<file path="src/pkg/icds_pkg.sv">
package icds_pkg;
  localparam logic [6:0] ICDS_DEV_ADDR = 7'h48;
  localparam logic [7:0] ICDS_MEM_FIRST = 8'hF8;
  localparam logic [7:0] ICDS_MEM_SECOND = 8'hF9;
  localparam logic [7:0] ICDS_SETTING_RST = 8'h00;
  localparam int ICDS_SIGN_BIT = 7;
  localparam int ICDS_MAG_MSB = 6;
  localparam int ICDS_BYTE_BITS = 8;
  localparam int ICDS_SYNC_STAGES = 2;

  typedef struct packed {
    logic sign;
    logic [6:0] magnitude_field;
  } icds_setting_t;

  typedef struct packed {
    logic sourcing;
    logic sinking;
    logic [6:0] magnitude_field;
  } icds_drive_t;

  typedef enum logic [2:0] {
    ICDS_IDLE = 3'b000,
    ICDS_ADDR = 3'b001,
    ICDS_WACK = 3'b011,
    ICDS_WDATA = 3'b010,
    ICDS_RDATA = 3'b111,
    ICDS_RACK = 3'b110,
    ICDS_IGNORE = 3'b101
  } icds_state_t;
endpackage

</file>
<file path="src/core/icds_slave.sv">
// Functional notes
// RULE1 - Read bits change after SCL falling edge, stable at next rising edge.
// RULE2 - Master releases SDA before rising edge of a read bit.
// RULE3 - Master generates every SCL pulse, including read pulses.
// RULE4 - Ninth bit is acknowledge; receiver drives it low.
// RULE5 - High ninth bit is not-acknowledge: ends a read or refuses data.
// RULE6 - Write bytes are eight bits MSB first, then device acknowledge.
// RULE7 - Read bytes MSB first; master NACK ends, device then releases SDA.
// RULE8 - First byte after start is address: seven address bits plus direction.
// RULE9 - Address byte 90h is a write to the device.
// RULE10 - Address byte 91h is a read from the device.
// RULE11 - Mismatched address: stay passive until next start.
// RULE12 - Second write byte is the memory address.
// RULE13 - Write: start, address, memory address, data, stop; each acknowledged.
// RULE14 - Read: start, address, one data byte with NACK, stop.
// RULE15 - Write bits sampled on SCL rising edge.
// RULE16 - Memory F8h selects first output setting, F9h the second.
// RULE17 - Setting top bit: zero sinks, one sources.
// RULE18 - Low seven bits are magnitude; zero magnitude gives no output.
// RULE19 - Read returns setting selected by last written memory address.
// RULE20 - Data to other memory addresses is acknowledged and discarded.
`timescale 1ns/1ns
module icds_slave (
  input wire logic core_clk_i,
  input wire logic reset_i,
  input wire logic scl_i,
  input wire logic sda_i,
  output logic sda_o,
  output logic sda_oe_o,
  output icds_pkg::icds_setting_t first_setting_o,
  output icds_pkg::icds_setting_t second_setting_o,
  output icds_pkg::icds_drive_t first_current_output_o,
  output icds_pkg::icds_drive_t second_current_output_o
);
  import icds_pkg::*;

  function automatic icds_drive_t to_drive(input icds_setting_t s);
    icds_drive_t d;
    d.magnitude_field = s.magnitude_field;
    d.sourcing = s.sign && (s.magnitude_field != 7'h00); // see RULE17 see RULE18
    d.sinking = !s.sign && (s.magnitude_field != 7'h00); // see RULE17 see RULE18
    return d;
  endfunction

  logic [ICDS_SYNC_STAGES-1:0] scl_sync_q;
  logic [ICDS_SYNC_STAGES-1:0] sda_sync_q;
  logic scl_q;
  logic sda_q;
  always_ff @(posedge core_clk_i) begin
    if (reset_i) begin
      scl_sync_q <= '1;
      sda_sync_q <= '1;
      scl_q <= 1'b1;
      sda_q <= 1'b1;
    end else begin
      scl_sync_q <= {scl_sync_q[0], scl_i};
      sda_sync_q <= {sda_sync_q[0], sda_i};
      scl_q <= scl_sync_q[1];
      sda_q <= sda_sync_q[1];
    end
  end

  logic scl_s;
  logic sda_s;
  logic scl_rise;
  logic scl_fall;
  logic start_det;
  logic stop_det;
  assign scl_s = scl_sync_q[1];
  assign sda_s = sda_sync_q[1];
  assign scl_rise = scl_s && !scl_q; // see RULE15
  assign scl_fall = !scl_s && scl_q;
  assign start_det = scl_s && scl_q && sda_q && !sda_s;
  assign stop_det = scl_s && scl_q && !sda_q && sda_s;

  icds_state_t state_q;
  logic [3:0] bit_cnt_q;
  logic [7:0] shift_q;
  logic [1:0] wbyte_q;
  logic [7:0] mem_addr_q;
  logic read_dir_q;
  logic byte_done;
  logic [7:0] rx_byte;
  icds_setting_t first_q;
  icds_setting_t second_q;
  icds_setting_t sel_setting;

  assign byte_done = scl_rise && (bit_cnt_q == 4'(ICDS_BYTE_BITS - 1));
  assign rx_byte = {shift_q[6:0], sda_s}; // see RULE6
  assign sel_setting = (mem_addr_q == ICDS_MEM_SECOND) ? second_q : first_q; // see RULE19

  // Bit counter counts rising edges within a byte
  always_ff @(posedge core_clk_i) begin
    if (reset_i || start_det) begin
      bit_cnt_q <= 4'h0;
    end else if (scl_rise) begin
      if (state_q == ICDS_WACK || state_q == ICDS_RACK) begin
        bit_cnt_q <= 4'h0;
      end else begin
        bit_cnt_q <= bit_cnt_q + 4'h1;
      end
    end
  end

  always_ff @(posedge core_clk_i) begin
    if (reset_i) begin
      state_q <= ICDS_IDLE;
      read_dir_q <= 1'b0;
      wbyte_q <= 2'd0;
    end else if (start_det) begin
      state_q <= ICDS_ADDR; // see RULE8
      wbyte_q <= 2'd0;
    end else if (stop_det) begin
      state_q <= ICDS_IDLE;
    end else begin
      unique case (state_q)
        ICDS_IDLE, ICDS_IGNORE: begin
          state_q <= state_q; // see RULE11
        end
        ICDS_ADDR: begin
          if (byte_done) begin
            if (rx_byte[7:1] == ICDS_DEV_ADDR) begin // see RULE9 see RULE10
              state_q <= ICDS_WACK;
              read_dir_q <= rx_byte[0];
            end else begin
              state_q <= ICDS_IGNORE; // see RULE11
            end
          end
        end
        ICDS_WACK: begin
          if (scl_fall && bit_cnt_q == 4'h0) begin
            state_q <= read_dir_q ? ICDS_RDATA : ICDS_WDATA;
          end
        end
        ICDS_WDATA: begin
          if (byte_done) begin
            state_q <= ICDS_WACK; // see RULE13
            if (wbyte_q != 2'd3) begin
              wbyte_q <= wbyte_q + 2'd1;
            end
          end
        end
        ICDS_RDATA: begin
          if (byte_done) begin
            state_q <= ICDS_RACK;
          end
        end
        ICDS_RACK: begin
          if (scl_rise) begin
            state_q <= sda_s ? ICDS_IGNORE : ICDS_RDATA; // see RULE5 see RULE7 see RULE14
          end
        end
      endcase
    end
  end

  always_ff @(posedge core_clk_i) begin
    if (reset_i) begin
      shift_q <= 8'h00;
    end else if (state_q == ICDS_RDATA || state_q == ICDS_RACK) begin
      if (scl_fall && state_q == ICDS_RDATA && bit_cnt_q != 4'h0) begin
        shift_q <= {shift_q[6:0], 1'b1}; // see RULE1
      end else if (scl_fall && bit_cnt_q == 4'h0) begin
        shift_q <= sel_setting;
      end
    end else if (state_q == ICDS_WACK && read_dir_q) begin
      shift_q <= sel_setting;
    end else if (scl_rise) begin
      shift_q <= rx_byte; // see RULE15
    end
  end

  always_ff @(posedge core_clk_i) begin
    if (reset_i) begin
      mem_addr_q <= 8'h00;
      first_q <= ICDS_SETTING_RST;
      second_q <= ICDS_SETTING_RST;
    end else if (state_q == ICDS_WDATA && byte_done) begin
      if (wbyte_q == 2'd0) begin
        mem_addr_q <= rx_byte; // see RULE12
      end else if (wbyte_q == 2'd1) begin
        if (mem_addr_q == ICDS_MEM_FIRST) begin // see RULE16
          first_q <= rx_byte;
        end else if (mem_addr_q == ICDS_MEM_SECOND) begin
          second_q <= rx_byte;
        end // see RULE20
      end
    end
  end

  // SDA drive: ack low in ninth bit on writes, data bits on reads
  always_ff @(posedge core_clk_i) begin
    if (reset_i || start_det || stop_det) begin
      sda_o <= 1'b1;
      sda_oe_o <= 1'b0;
    end else if (scl_fall) begin
      // Eighth rise already moved the state to WACK, so the ack slot is WACK with count eight
      if (state_q == ICDS_WACK && bit_cnt_q == 4'(ICDS_BYTE_BITS)) begin
        sda_o <= 1'b0; // see RULE4
        sda_oe_o <= 1'b1;
      end else if (bit_cnt_q == 4'h0
                   && ((state_q == ICDS_WACK && read_dir_q) || state_q == ICDS_RDATA)) begin
        sda_o <= sel_setting[ICDS_SIGN_BIT]; // see RULE1 see RULE7
        sda_oe_o <= !sel_setting[ICDS_SIGN_BIT];
      end else if (state_q == ICDS_RDATA) begin
        sda_o <= shift_q[ICDS_MAG_MSB]; // see RULE1
        sda_oe_o <= !shift_q[ICDS_MAG_MSB];
      end else begin
        sda_o <= 1'b1; // see RULE7
        sda_oe_o <= 1'b0;
      end
    end
  end

  always_ff @(posedge core_clk_i) begin
    if (reset_i) begin
      first_setting_o <= ICDS_SETTING_RST;
      second_setting_o <= ICDS_SETTING_RST;
      first_current_output_o <= '0;
      second_current_output_o <= '0;
    end else begin
      first_setting_o <= first_q;
      second_setting_o <= second_q;
      first_current_output_o <= to_drive(first_q);
      second_current_output_o <= to_drive(second_q);
    end
  end
endmodule // icds_slave

</file>
<file path="config.mk">
export PLATFORM = sky130hd
export DESIGN_NAME = icds_slave
export DESIGN_NICKNAME = d
export VERILOG_FILES = /design/src/pkg/icds_pkg.sv /design/src/core/icds_slave.sv
export SDC_FILE = /design/constraint.sdc
export NUM_CORES = 1
export LEC_CHECK = 0
export ABC_AREA = 1
export BUFFER_PORTS_ARGS = -buffer_cell sky130_fd_sc_hd__buf_2
export CAP_MARGIN = 20
export CORE_UTILIZATION = 40
export DETAILED_ROUTE_END_ITERATION = 8
export GPL_TIMING_DRIVEN = 0
export REMOVE_ABC_BUFFERS = 1
export SYNTH_ARGS = -nofsm -noshare
export SYNTH_HDL_FRONTEND = slang
export SYNTH_SLANG_ARGS = --single-unit
</file>
<file path="constraint.sdc">
create_clock -name core_clk_i -period 1.95 [get_ports core_clk_i]
set_clock_uncertainty 0.15 [all_clocks]
set_input_delay 0.195 -clock core_clk_i [delete_from_list [all_inputs] [get_ports core_clk_i]]
set_output_delay 0.195 -clock core_clk_i [all_outputs]
set_load 0.03 [all_outputs]
</file>
==> results.txt, run 1 <==
----------------------------------------------------
[Status]
  Run status ... completed

[Die]
  Core region area ... ~0.0073 mm²
  Horizontal extent of the die ... 89.7 µm
  Ports placed on the boundary ... 40
  Core Rows ... 31
  Initial Util ... between 40% and 50%
  Floorplan die area ... about 0.008 mm²
  Vertical die dimension ... around 90 µm

[Place]
  Input/output buffers ... 39
  Final weighted congestion in routability-driven placement ... a little over 0.8
  Placed wire-length estimate ... approximately 4500 µm
  DP Cell Count ... roughly 540

[Worst setup path]
  Critical path launch point type ... flop
  Worst r2r src ... scl_sync_q[1]$_SDFF_PP1_
  CP endpoint kind ... flop
  Crit Path Max Fanout ... 15
  Highest-delay cell along the critical path ... dfxtp_1
  Crit path required time ... 2.04 ns
  Depth of the worst register-to-register path ... 10
  Arrival time at the worst endpoint ... 1.91 ns
  Setup slack, reg-to-reg ... around 0.13 ns
  Setup Crit Path Kind ... flop to flop
  Capture point of the worst reg-to-reg path ... second_q[1]$_SDFFE_PP0P_
  Crit-path max cell delay ... ~0.40 ns
  Critical-path cell list ... inv_2, nor2_8, nand3_4, nor2_8, nand3b_4, nor2_4, buf_12, nand2_1, nand2_1, nor2_1

[Clocking]
  Insertion delay to the later sink of the worst-skew pair ... between 0.3 and 0.4 ns
  Cell at the root of the clock tree ... clkbuf_8
  Buffer levels on the longest clock path ... 2
  Number of buffers created by CTS ... 9
  CTS HTree Levels ... 3
  Clk pin slew, worst setup/hold paths ... 0.07 ns
  TritonCTS clock tree ... built
  TritonCTS Sinks ... slightly below 70

[Synth]
  Cell variety after synth ... 28
  Synth Register Bits ... 69
  Number of warning messages in the yosys log ... 0
  Syn avg cell area ... between 7 and 8 µm²
  Post-synthesis instance area ... between 0.003 and 0.004 mm²
  Post-synthesis instance total ... between 400 and 500
  Sequential cell area fraction in the yosys report ... 45.0%

[Route]
  Post-DRT Antenna Nets ... 0
  Total iterations of the first detailed-routing run ... 4
  Via density per instance ... roughly 4.7
  Drt wl/cell ... approximately 12 µm
  Drt initial violations ... 100
  DRC violation count after routing ... 0
  Total vias in the final route ... between 2000 and 3000
  Detailed Route WL ... around 6500 µm

[Timing]
  Share of the cycle needed by the critical path after routing ... between 90% and 100%
  Slew Limit Fails ... 0
  Worst slack on hold paths ... 0.187 ns
  Sum Neg Setup Slack ... 0 ns
  Worst slew margin relative to its limit ... between 40% and 50%
  Final setup viols ... 0
  Slew @ Worst Pin ... between 0.8 and 0.9 ns
  Fmax ... roughly 0.55 GHz
  RSZ-0062 raised after global routing ... false
  Number of failing hold endpoints at the final stage ... 0
  Final min period ... about 1.8 ns

[Min path]
  Hold wc startpoint ... reset_i
  Cell depth of the worst hold path ... 2
  Endpoint of the worst hold path ... second_current_output_o[3]$_SDFF_PP0_
  Hold Path Class ... input pin to flop

[GRT]
  Total Routing Usage GR ... roughly 18%
  Number of antenna violations at the first check in global routing ... 0
  Maximum number of pins on one net before global-route repair ... 33
  Total overflow reported by the global router ... 0
  Wire length of the first global-routing pass ... 10700 µm
  Via count of the first global-routing pass ... around 2200

[Layout]
  Number of standard cells in the layout, taps in and fillers out ... 560
  Number of nets in the layout ... between 400 and 500
  Most common cell after layout, fill and taps aside ... nand2_1
  Share of cells above drive strength 1 ... 16.3%
  ANT cells ... 0
  Most frequent cells in the layout ... 112 x nand2_1, 74 x nor2_1, 68 x dfxtp_1
  Layout area overhead ... 12.9%

[Power]
  Leak Pwr ... 1.66 nW
  P per Cell Area ... between 800 and 900 mW/mm²
  IR Drop Worst-Case VDD ... about 0.00043 V

[Run]
  Max Cap Violations ... 0

----------------------------------------------------
==> kinds of logic after synthesis <==
| family | count (synthesis) | synth area share, % |
|---|---|---|
| compound gates | 41 | 7.09 |
| fa+ha+maj | 5 | 2.04 |
| simple gates | 238 | 33.8 |
| xor+xnor | 2 | 0.570 |
| buf+inv | 74 | 11.5 |
| flops | 69 | 45.0 |
==> metrics by stage <==
stage | area (µm²) | power (mW) | setup WS, ns | util, %
4_1_cts | 3420 | 2.86 | 0.0682 | 46.7
5_1_grt | 3470 | 2.98 | 0.0111 | 47.3
3_3_place_gp | 3220 | 1.74 | -0.0190 | 43.9
3_5_place_dp | 3220 | 1.74 | 0.00291 | 43.9
6_report | 3470 | 2.83 | 0.135 | 47.3
2_1_floorplan | 2900 | 1.68 | 0.350 | -
==> flip-flops by register name, indices dropped and copies added, names as in the netlist <==
name / flops
first_current_output_o: 9
second_current_output_o: 9
first_q: 8
mem_addr_q: 8
second_q: 8
shift_q: 7
bit_cnt_q: 4
state_q: 3
scl_sync_q: 2
sda_sync_q: 2
wbyte_q: 2
first_setting_o: 1
read_dir_q: 1
scl_q: 1
sda_o: 1
sda_oe_o: 1
sda_q: 1
second_setting_o: 1
==> power by group <==
part	internal (mW)	switching, mW	total, mW	leakage [nW]
clock network	0.582	0.529	1.11	0.0854
logic	0.0779	0.160	0.238	1.02
registers	1.44	0.0429	1.48	0.558
==> layer usage <==
metal / wire length (µm) / track usage [%] / part of all wire (%) / vias up
met5: 0 / 0 / 0 / -
met4: 125 / 8.66 / 1.9 / 0
met3: 271 / 3.84 / 4.2 / 12
met2: 2850 / 26.7 / 44 / 63
met1: 3240 / 24.8 / 50 / 1185
li1: - / - / - / 1368
==> Yosys cell counts <==
cell type	count	area [µm²]
a211oi_1	1	7.51
a21boi_0	1	7.51
a21oi_1	22	110
a2bb2oi_1	1	8.76
buf_1	2	7.51
buf_2	1	5.00
buf_4	14	105
buf_6	3	33.8
clkbuf_1	6	22.5
dfxtp_1	69	1380
ha_1	5	62.6
inv_1	45	169
inv_2	3	11.3
nand2_1	114	428
nand3_1	21	105
nand3_4	1	17.5
nand3b_4	1	20.0
nand4_1	6	37.5
nor2_1	76	285
nor2_2	1	6.26
nor2_4	2	22.5
nor2_8	2	40.0
nor3_1	8	40.0
nor4_1	2	12.5
o21ai_0	15	75.1
o21ai_2	1	8.76
or2_2	4	25.0
xor2_1	2	17.5
==> worst max-delay path: cells and delay by family (launching register included) <==
kind	cells	cell delay [ns]
and+or+nand+nor	8	0.91
buffers and inverters	2	0.24
DFF	1	0.40
==> worst max-delay path by stage <==
| stage | to | cells after the start | start |
|---|---|---|---|
| CTS | second_q[1]$_SDFFE_PP0P_ | 9 | scl_sync_q[1]$_SDFF_PP1_ |
| global placement | shift_q[3]$_SDFFE_PP0P_ | 9 | state_q[1]$_SDFFE_PP0P_ |
| finish | second_q[1]$_SDFFE_PP0P_ | 10 | scl_sync_q[1]$_SDFF_PP1_ |
| detailed placement | shift_q[3]$_SDFFE_PP0P_ | 9 | state_q[1]$_SDFFE_PP0P_ |
| floorplan | second_q[0]$_SDFFE_PP0P_ | 7 | state_q[1]$_SDFFE_PP0P_ |
| global route | second_q[7]$_SDFFE_PP0P_ | 10 | scl_sync_q[1]$_SDFF_PP1_ |
==> area by class of cell <==
| type | count | area (µm²) |
|---|---|---|
| clock buffers | 11 | 131 |
| clock inverters | 4 | 50.0 |
| fillers | 752 | 3860 |
| inverters | 48 | 180 |
| multi-input cells | 286 | 1350 |
| flip-flops and latches | 69 | 1380 |
| well taps | 99 | 124 |
| repair buffers | 43 | 255 |
==> timing repair <==
item | in CTS | in global routing
pin swaps | 0 | 2
endpoints found under the setup margin | 3 | 27
hold buffers | 2 | 0
buffers inserted | 0 | 2
hold endpoints to repair | 2 | 0
resized for setup | 1 | 5
No activity file was read; power rests on OpenSTA's default activity.
==> run 2: changes to the inputs <==
- ABC_AREA: 1 -> default
==> run 2 against run 1 <==
Against the previous run:
- the flow now finishes with violations (negative setup slack)
- wire length grew 0.14%
- sequential share of layout area shrank 2.7 points
- clock power rose by 9%
- clock-buffer cell count up 1
- final area increased by 8.1%
- combinational power is 65% lower
- flip-flop and latch count did not move
- critical path depth is 3 lower
- highest routed layer unchanged
==> results.txt, run 2 <==
----------------------------------------------------
[Clocking]
  Insertion delay to the later sink of the worst-skew pair ... 0.34 ns (about the same)
  Buffer levels on the longest clock path ... 2 (unchanged)
  TritonCTS Sinks ... 69 (unchanged)
  Number of buffers created by CTS ... 9 (unchanged)
  Clk pin slew, worst setup/hold paths ... 0.07 ns (about the same)
  TritonCTS clock tree ... built (unchanged)
  CTS HTree Levels ... 3 (unchanged)
  Cell at the root of the clock tree ... clkbuf_8 (unchanged)

[Worst setup path]
  Critical path launch point type ... flop (unchanged)
  Setup Crit Path Kind ... flop to flop (unchanged)
  CP endpoint kind ... flop (unchanged)
  Crit Path Max Fanout ... 4 (was 15)
  Arrival time at the worst endpoint ... 2.10 ns (was 1.91 ns)
  Crit path required time ... 2.00 ns (was 2.04 ns)

[Route]
  Total iterations of the first detailed-routing run ... 4 (unchanged)
  Drt initial violations ... 182 (was 100)
  Via density per instance ... 5.14 (was 4.69)
  DRC violation count after routing ... 0 (unchanged)
  Drt wl/cell ... 13.6 µm (was 11.6 µm)
  Post-DRT Antenna Nets ... 0 (unchanged)
  Total vias in the final route ... 2460 (was 2628)
  Detailed Route WL ... 6500 µm (was 6490 µm)

[Synth]
  Cell variety after synth ... 55 (was 28)
  Proportion of register bits with asynchronous set or reset after synthesis ... 0% (unchanged)
  Largest area contributor in the synthesized netlist ... dfxtp_1 (unchanged)
  EDFF count, synth ... 0 (unchanged)
  Post-synthesis instance total ... 332 (was 429)
  Sequential cell area fraction in the yosys report ... 45.1% (was 45.0%)
  Most common flop cell mapped by yosys ... dfxtp_1 (unchanged)
  Post-synthesis instance area ... 0.00306 mm² (was 0.00307 mm²)
  Proportion of netlist area held by the largest area contributor ... 45.1% (was 45.0%)
  Synth Register Bits ... 69 (unchanged)
  Synth area leaders ... dfxtp_1 45%, mux2i_1 7.8%, nand2_1 4.4%, buf_4 3.9%, nor2b_1 3.5% (was dfxtp_1 45%, nand2_1 14%, nor2_1 9.3%, inv_1 5.5%, a21oi_1 3.6%)
  Most common cell in the netlist ... dfxtp_1 (was nand2_1)
  Number of warning messages in the yosys log ... 0 (unchanged)
  Synth cell count leaders ... 69 x dfxtp_1, 36 x nand2_1, 26 x nor2_1 (was 114 x nand2_1, 76 x nor2_1, 69 x dfxtp_1)
  Syn avg cell area ... 9.23 µm² (was 7.16 µm²)

[Timing]
  Slew @ Worst Pin ... 0.915 ns (was 0.880 ns)
  Sum Neg Setup Slack ... -0.401 ns (was 0 ns)
  Final min period ... 2.05 ns (was 1.82 ns)
  Number of failing hold endpoints at the final stage ... 0 (unchanged)
  Final setup viols ... 9 (was 0)
  Worst slack on hold paths ... 0.261 ns (was 0.187 ns)
  Slew Limit Fails ... 0 (unchanged)
  RSZ-0062 raised after global routing ... true (was false)
  Fmax ... 0.489 GHz (was 0.551 GHz)
  Worst slew margin relative to its limit ... 39.0% (was 41.3%)
  Share of the cycle needed by the critical path after routing ... 105% (was 93.1%)
  Final setup slack of the worst path ... -0.0962 ns (was 0.135 ns)

[Power]
  Leak Pwr ... 1.70 nW (was 1.66 nW)
  P per Cell Area ... 726 mW/mm² (was 815 mW/mm²)
  IR Drop Worst-Case VDD ... 0.000277 V (was 0.000429 V)

[Layout]
  Most frequent cells in the layout ... 62 x dfxtp_1, 40 x buf_2, 35 x nand2_1 (was 112 x nand2_1, 74 x nor2_1, 68 x dfxtp_1)
  Most common cell after layout, fill and taps aside ... dfxtp_1 (was nand2_1)
  Layout area overhead ... 22.5% (was 12.9%)
  Share of cells above drive strength 1 ... 30.8% (was 16.3%)
  ANT cells ... 0 (unchanged)
  Number of fill cells in the layout ... 650 (was 752)
  Number of nets in the layout ... 384 (was 466)
  Final core utilization ... 51.2% (was 47.3%)
  Top Registers ... first_current_output_o (9), second_current_output_o (9) (unchanged)

[Die]
  Core region area ... 0.00733 mm² (unchanged)
  Horizontal extent of the die ... 89.5 µm (was 89.7 µm)
  Initial Util ... 41.8% (was 41.9%)
  Ports placed on the boundary ... 40 (unchanged)
  Vertical die dimension ... 89.5 µm (was 89.7 µm)
  Floorplan die area ... 0.00801 mm² (was 0.00804 mm²)
  Core Rows ... 31 (unchanged)

[Status]
  Failing checks ... negative setup slack
  Run status ... finished, violations left (was completed)

[Place]
  Final weighted congestion in routability-driven placement ... 0.828 (was 0.831)
  Worst Setup Slack post-DPL ... -0.788 ns (was 0.00291 ns)
  Input/output buffers ... 39 (unchanged)
  Placed wire-length estimate ... 3920 µm (was 4550 µm)

[GRT]
  Wire length of the first global-routing pass ... 9980 µm (was 10700 µm)
  Via count of the first global-routing pass ... 2067 (was 2231)
  Total overflow reported by the global router ... 0 (unchanged)
  Maximum number of pins on one net before global-route repair ... 55 (was 33)
  Total Routing Usage GR ... 16.4% (was 18.0%)
  Number of antenna violations at the first check in global routing ... 0 (unchanged)

[Run]
  Max Cap Violations ... 0 (unchanged)

[Min path]
  Hold Path Class ... flop to flop (was input pin to flop)

----------------------------------------------------
## run 2: cell families after synthesis
family                     share of synthesized area [%]
and+or+nand+nor                                     23.0
DFF                                                 45.1
AOI/OAI and AO/OA                                   12.9
buffers and inverters                               7.72
muxes                                               7.84
xor gates and xnor gates                            1.43
adders and majority gates                           2.04
## run 2: critical path, stage by stage (launching register included)
cell,delay (ns)
dfxtp_2,0.33
inv_2,0.07
ha_4,0.12
or3b_4,0.40
or4_4,0.42
a211oi_2,0.21
a2111o_1,0.15
o41ai_2,0.06
## run 2: per-stage QoR
| step | power, mW | instance area [µm²] | instances |
|---|---|---|---|
| global placement | 1.53 | 3190 | 437 |
| CTS | 2.75 | 3590 | 465 |
| finish | 2.73 | 3750 | 479 |
| global route | 2.83 | 3750 | 479 |
| detailed placement | 1.53 | 3190 | 437 |
| floorplan | 1.50 | 2870 | 299 |
## run 2: power breakdown
group	internal (mW)	leakage, nW	switching, mW
logic	0.0319	1.04	0.0521
registers	1.42	0.561	0.0131
clock network	0.668	0.103	0.544
total	2.12	1.70	0.610
## run 2: path summary, 6_finish.rpt
check / from / end / slack [ns] / cells after the start
worst max register to register: bit_cnt_q[0]$_SDFFE_PP0P_ / state_q[0]$_SDFFE_PP0P_ / -0.1 / 7
worst min register to register: sda_sync_q[0]$_SDFF_PP1_ / sda_sync_q[1]$_SDFF_PP1_ / 0.26 / 1
worst max-delay path: bit_cnt_q[0]$_SDFFE_PP0P_ / state_q[0]$_SDFFE_PP0P_ / -0.1 / 7
worst min-delay path: sda_sync_q[0]$_SDFF_PP1_ / sda_sync_q[1]$_SDFF_PP1_ / 0.26 / 1
## run 2: layout make-up
cell class | count | area, µm² | share of cell area, %
Tap cell | 99 | 124 | 3.30
Timing Repair Buffer | 64 | 405 | 10.8
Clock inverter | 4 | 55.1 | 1.47
Sequential cell | 69 | 1390 | 37.1
Inverter | 12 | 45.0 | 1.20
Multi-Input combinational cell | 219 | 1580 | 42.0
Clock buffer | 12 | 155 | 4.13
## run 2: what timing repair did
action / 4_1_cts / 5_1_grt
setup endpoints to repair: 37 / 37
hold endpoints to repair: 2 / 0
hold buffers: 2 / 0
resized for setup: 22 / 13
pin swaps: 7 / 6
buffers inserted: 10 / 13
gates cloned: 0 / 2
## run 2: metal layers
metal	track usage [%]	wire length [µm]
met1	22.7	3190
met2	24.4	3010
met3	2.77	212
met4	8.66	86
met5	0	0
==> run 3: changes to the inputs <==
- RECOVER_POWER: default -> 100
- SLEW_MARGIN: default -> 20
==> run 3 against run 2 <==
Against the previous run:
- sequential power hardly changed
- cell count unchanged
- utilization is 0.73 points lower
- critical path depth did not move
- sequential share of layout area grew 0.54 points
- clock-buffer cell count is the same
- wire length grew 0.97%
- largest power group unchanged
- combinational power is 0.7% lower
- the run still ends with negative setup slack left
==> results.txt, run 3 (synthesis gave the netlist of run 2 again) <==
----------------------------------------------------
[Status]
  Run status ... finished, violations left (unchanged)
  Failing checks ... negative setup slack (unchanged)

[Timing]
  Final setup slack of the worst path ... -0.103 ns (was -0.0962 ns)
  RSZ-0062 raised after global routing ... true (unchanged)
  Worst slew margin relative to its limit ... 39.2% (was 39.0%)
  Number of failing hold endpoints at the final stage ... 0 (unchanged)
  Sum Neg Setup Slack ... -0.462 ns (was -0.401 ns)
  Fmax ... 0.487 GHz (was 0.489 GHz)
  Share of the cycle needed by the critical path after routing ... 105% (about the same)
  Slew @ Worst Pin ... 0.912 ns (was 0.915 ns)
  Final min period ... 2.05 ns (about the same)
  Slew Limit Fails ... 0 (unchanged)
  Final setup viols ... 16 (was 9)

[Die]
  Core region area ... 0.00733 mm² (unchanged)
  Initial Util ... 41.8% (unchanged)
  Core Rows ... 31 (unchanged)
  Floorplan die area ... 0.00801 mm² (unchanged)
  Horizontal extent of the die ... 89.5 µm (unchanged)
  Vertical die dimension ... 89.5 µm (unchanged)
  Ports placed on the boundary ... 40 (unchanged)

[Worst setup path]
  Crit-path max cell delay ... 0.42 ns (about the same)
  CP endpoint kind ... flop (unchanged)
  Arrival time at the worst endpoint ... 2.10 ns (about the same)
  Worst path bufs/invs ... 1 (unchanged)
  Highest-delay cell along the critical path ... or4_4 (unchanged)
  Critical-path cell list ... inv_2, ha_4, or3b_4, or4_4, a211oi_2, a2111o_1, o41ai_2 (unchanged)
  Cell type group with the largest total delay on the critical path ... simple AND/OR/NAND/NOR gates (unchanged)
  Crit path required time ... 2.00 ns (about the same)
  Crit path from ... bit_cnt_q[0]$_SDFFE_PP0P_ (unchanged)
  Crit Path Max Fanout ... 4 (unchanged)
  Worst r2r src ... bit_cnt_q[0]$_SDFFE_PP0P_ (unchanged)
  Setup Crit Path Kind ... flop to flop (unchanged)
  Critical path launch point type ... flop (unchanged)

[Route]
  DRC violation count after routing ... 0 (unchanged)
  Drt wl/cell ... 13.7 µm (was 13.6 µm)
  Total iterations of the first detailed-routing run ... 4 (unchanged)
  Detailed Route WL ... 6560 µm (was 6500 µm)
  Total vias in the final route ... 2460 (unchanged)
  Via density per instance ... 5.14 (unchanged)
  Post-DRT Antenna Nets ... 0 (unchanged)
  Drt initial violations ... 161 (was 182)

[Layout]
  Top Registers ... first_current_output_o (9), second_current_output_o (9) (unchanged)
  Share of cells above drive strength 1 ... 21.3% (was 30.8%)
  Number of nets in the layout ... 384 (unchanged)
  Number of fill cells in the layout ... 671 (was 650)
  ANT cells ... 0 (unchanged)
  Most frequent cells in the layout ... 62 x dfxtp_1, 37 x clkbuf_1, 35 x nand2_1 (was 62 x dfxtp_1, 40 x buf_2, 35 x nand2_1)
  Layout area overhead ... 20.8% (was 22.5%)
  Most common cell after layout, fill and taps aside ... dfxtp_1 (unchanged)

[Min path]
  Hold wc startpoint ... sda_sync_q[0]$_SDFF_PP1_ (unchanged)
  Hold Path Class ... flop to flop (unchanged)

[GRT]
  Maximum number of pins on one net before global-route repair ... 55 (unchanged)
  Total overflow reported by the global router ... 0 (unchanged)
  Number of antenna violations at the first check in global routing ... 0 (unchanged)
  Total Routing Usage GR ... 16.4% (unchanged)
  Via count of the first global-routing pass ... 2067 (unchanged)
  Wire length of the first global-routing pass ... 9980 µm (unchanged)

[Power]
  Total power ... 2.73 mW (about the same)
  P per Cell Area ... 739 mW/mm² (was 726 mW/mm²)
  Combinational share of power ... 3.1% (about the same)
  Internal Dissipation ... 2.12 mW (about the same)
  Clock share of power ... 44.7% (was 44.5%)
  Sequential cell fraction of total power ... 52.3% (was 52.4%)
  IR Drop Worst-Case VDD ... 0.000278 V (was 0.000277 V)
  Switching power as a share of total power ... 22.6% (was 22.4%)
  Switching power ... 0.617 mW (was 0.610 mW)
  Leak Pwr ... 1.55 nW (was 1.70 nW)

[Clocking]
  Cell at the root of the clock tree ... clkbuf_8 (unchanged)
  Buffer levels on the longest clock path ... 2 (unchanged)
  Clk pin slew, worst setup/hold paths ... 0.07 ns (about the same)
  TritonCTS clock tree ... built (unchanged)
  CTS HTree Levels ... 3 (unchanged)
  TritonCTS Sinks ... 69 (unchanged)
  Insertion delay to the later sink of the worst-skew pair ... 0.34 ns (about the same)
  Number of buffers created by CTS ... 9 (unchanged)

[Run]
  Max Cap Violations ... 0 (unchanged)

[Place]
  Final weighted congestion in routability-driven placement ... 0.828 (unchanged)
  Input/output buffers ... 39 (unchanged)
  Placed wire-length estimate ... 3920 µm (unchanged)

----------------------------------------------------
==> run 3: worst paths after layout <==
check                             end  slack [ns]  cells after the start
max           state_q[0]$_SDFFE_PP0P_       -0.10                      7
min          sda_sync_q[1]$_SDFF_PP1_        0.26                      1
max reg2reg   state_q[0]$_SDFFE_PP0P_       -0.10                      7
min reg2reg  sda_sync_q[1]$_SDFF_PP1_        0.26                      1
==> run 3: repair_timing <==
| item | 4_1_cts | 5_1_grt |
|---|---|---|
| endpoints found under the hold margin | 2 | 0 |
| gates cloned | 0 | 2 |
| setup endpoints to repair | 37 | 37 |
| pin swaps | 7 | 6 |
| hold buffers | 2 | 0 |
| gates resized for setup | 22 | 13 |
| setup buffers | 10 | 13 |
==> run 3: metrics by stage <==
step	std cells	worst slack, ns	utilization (%)	cell area, µm²	hold WS (ns)
finish	479	-0.103	50.5	3700	0.261
global route	479	-0.165	50.5	3700	0.274
CTS	465	-0.129	49.0	3590	0.262
detailed placement	437	-0.788	43.5	3190	0.229
global placement	437	-0.781	43.5	3190	0.229
floorplan	299	-0.254	-	2870	0.112
==> run 3: cell type report <==
| cell class | instances | area [µm²] | area share [%] |
|---|---|---|---|
| Clock buffer | 12 | 155 | 4.19 |
| Tap cell | 99 | 124 | 3.35 |
| Multi-Input combinational cell | 219 | 1570 | 42.4 |
| Timing Repair Buffer | 64 | 360 | 9.74 |
| Inverter | 12 | 45.0 | 1.22 |
| Clock inverter | 4 | 55.1 | 1.49 |
| Sequential cell | 69 | 1390 | 37.7 |
==> run 3: worst reg2reg max path, stage by stage (launching register included) <==
cell	delay, ns
dfxtp_2	0.33
inv_2	0.07
ha_4	0.12
or3b_4	0.40
or4_4	0.42
a211oi_2	0.21
a2111o_1	0.15
o41ai_2	0.06
==> run 3: power groups by stage <==
stage          clock, mW  combinational [mW]  sequential, mW
2_1_floorplan          0              0.0371            1.46
3_3_place_gp           0              0.0693            1.46
3_5_place_dp           0              0.0704            1.46
4_1_cts             1.24              0.0812            1.43
5_1_grt             1.31              0.0919            1.43
6_report            1.22              0.0834            1.43
==> run 3: per-layer routing <==
metal | wire length (µm) | track usage, % | part of all wire [%] | vias to the layer above
met4 | 86 | 8.66 | 1.3 | 0
met3 | 328 | 2.77 | 5.0 | 6
met2 | 2980 | 24.4 | 45 | 79
met5 | 0 | 0 | 0 | -
met1 | 3160 | 22.7 | 48 | 1139
li1 | - | - | - | 1236
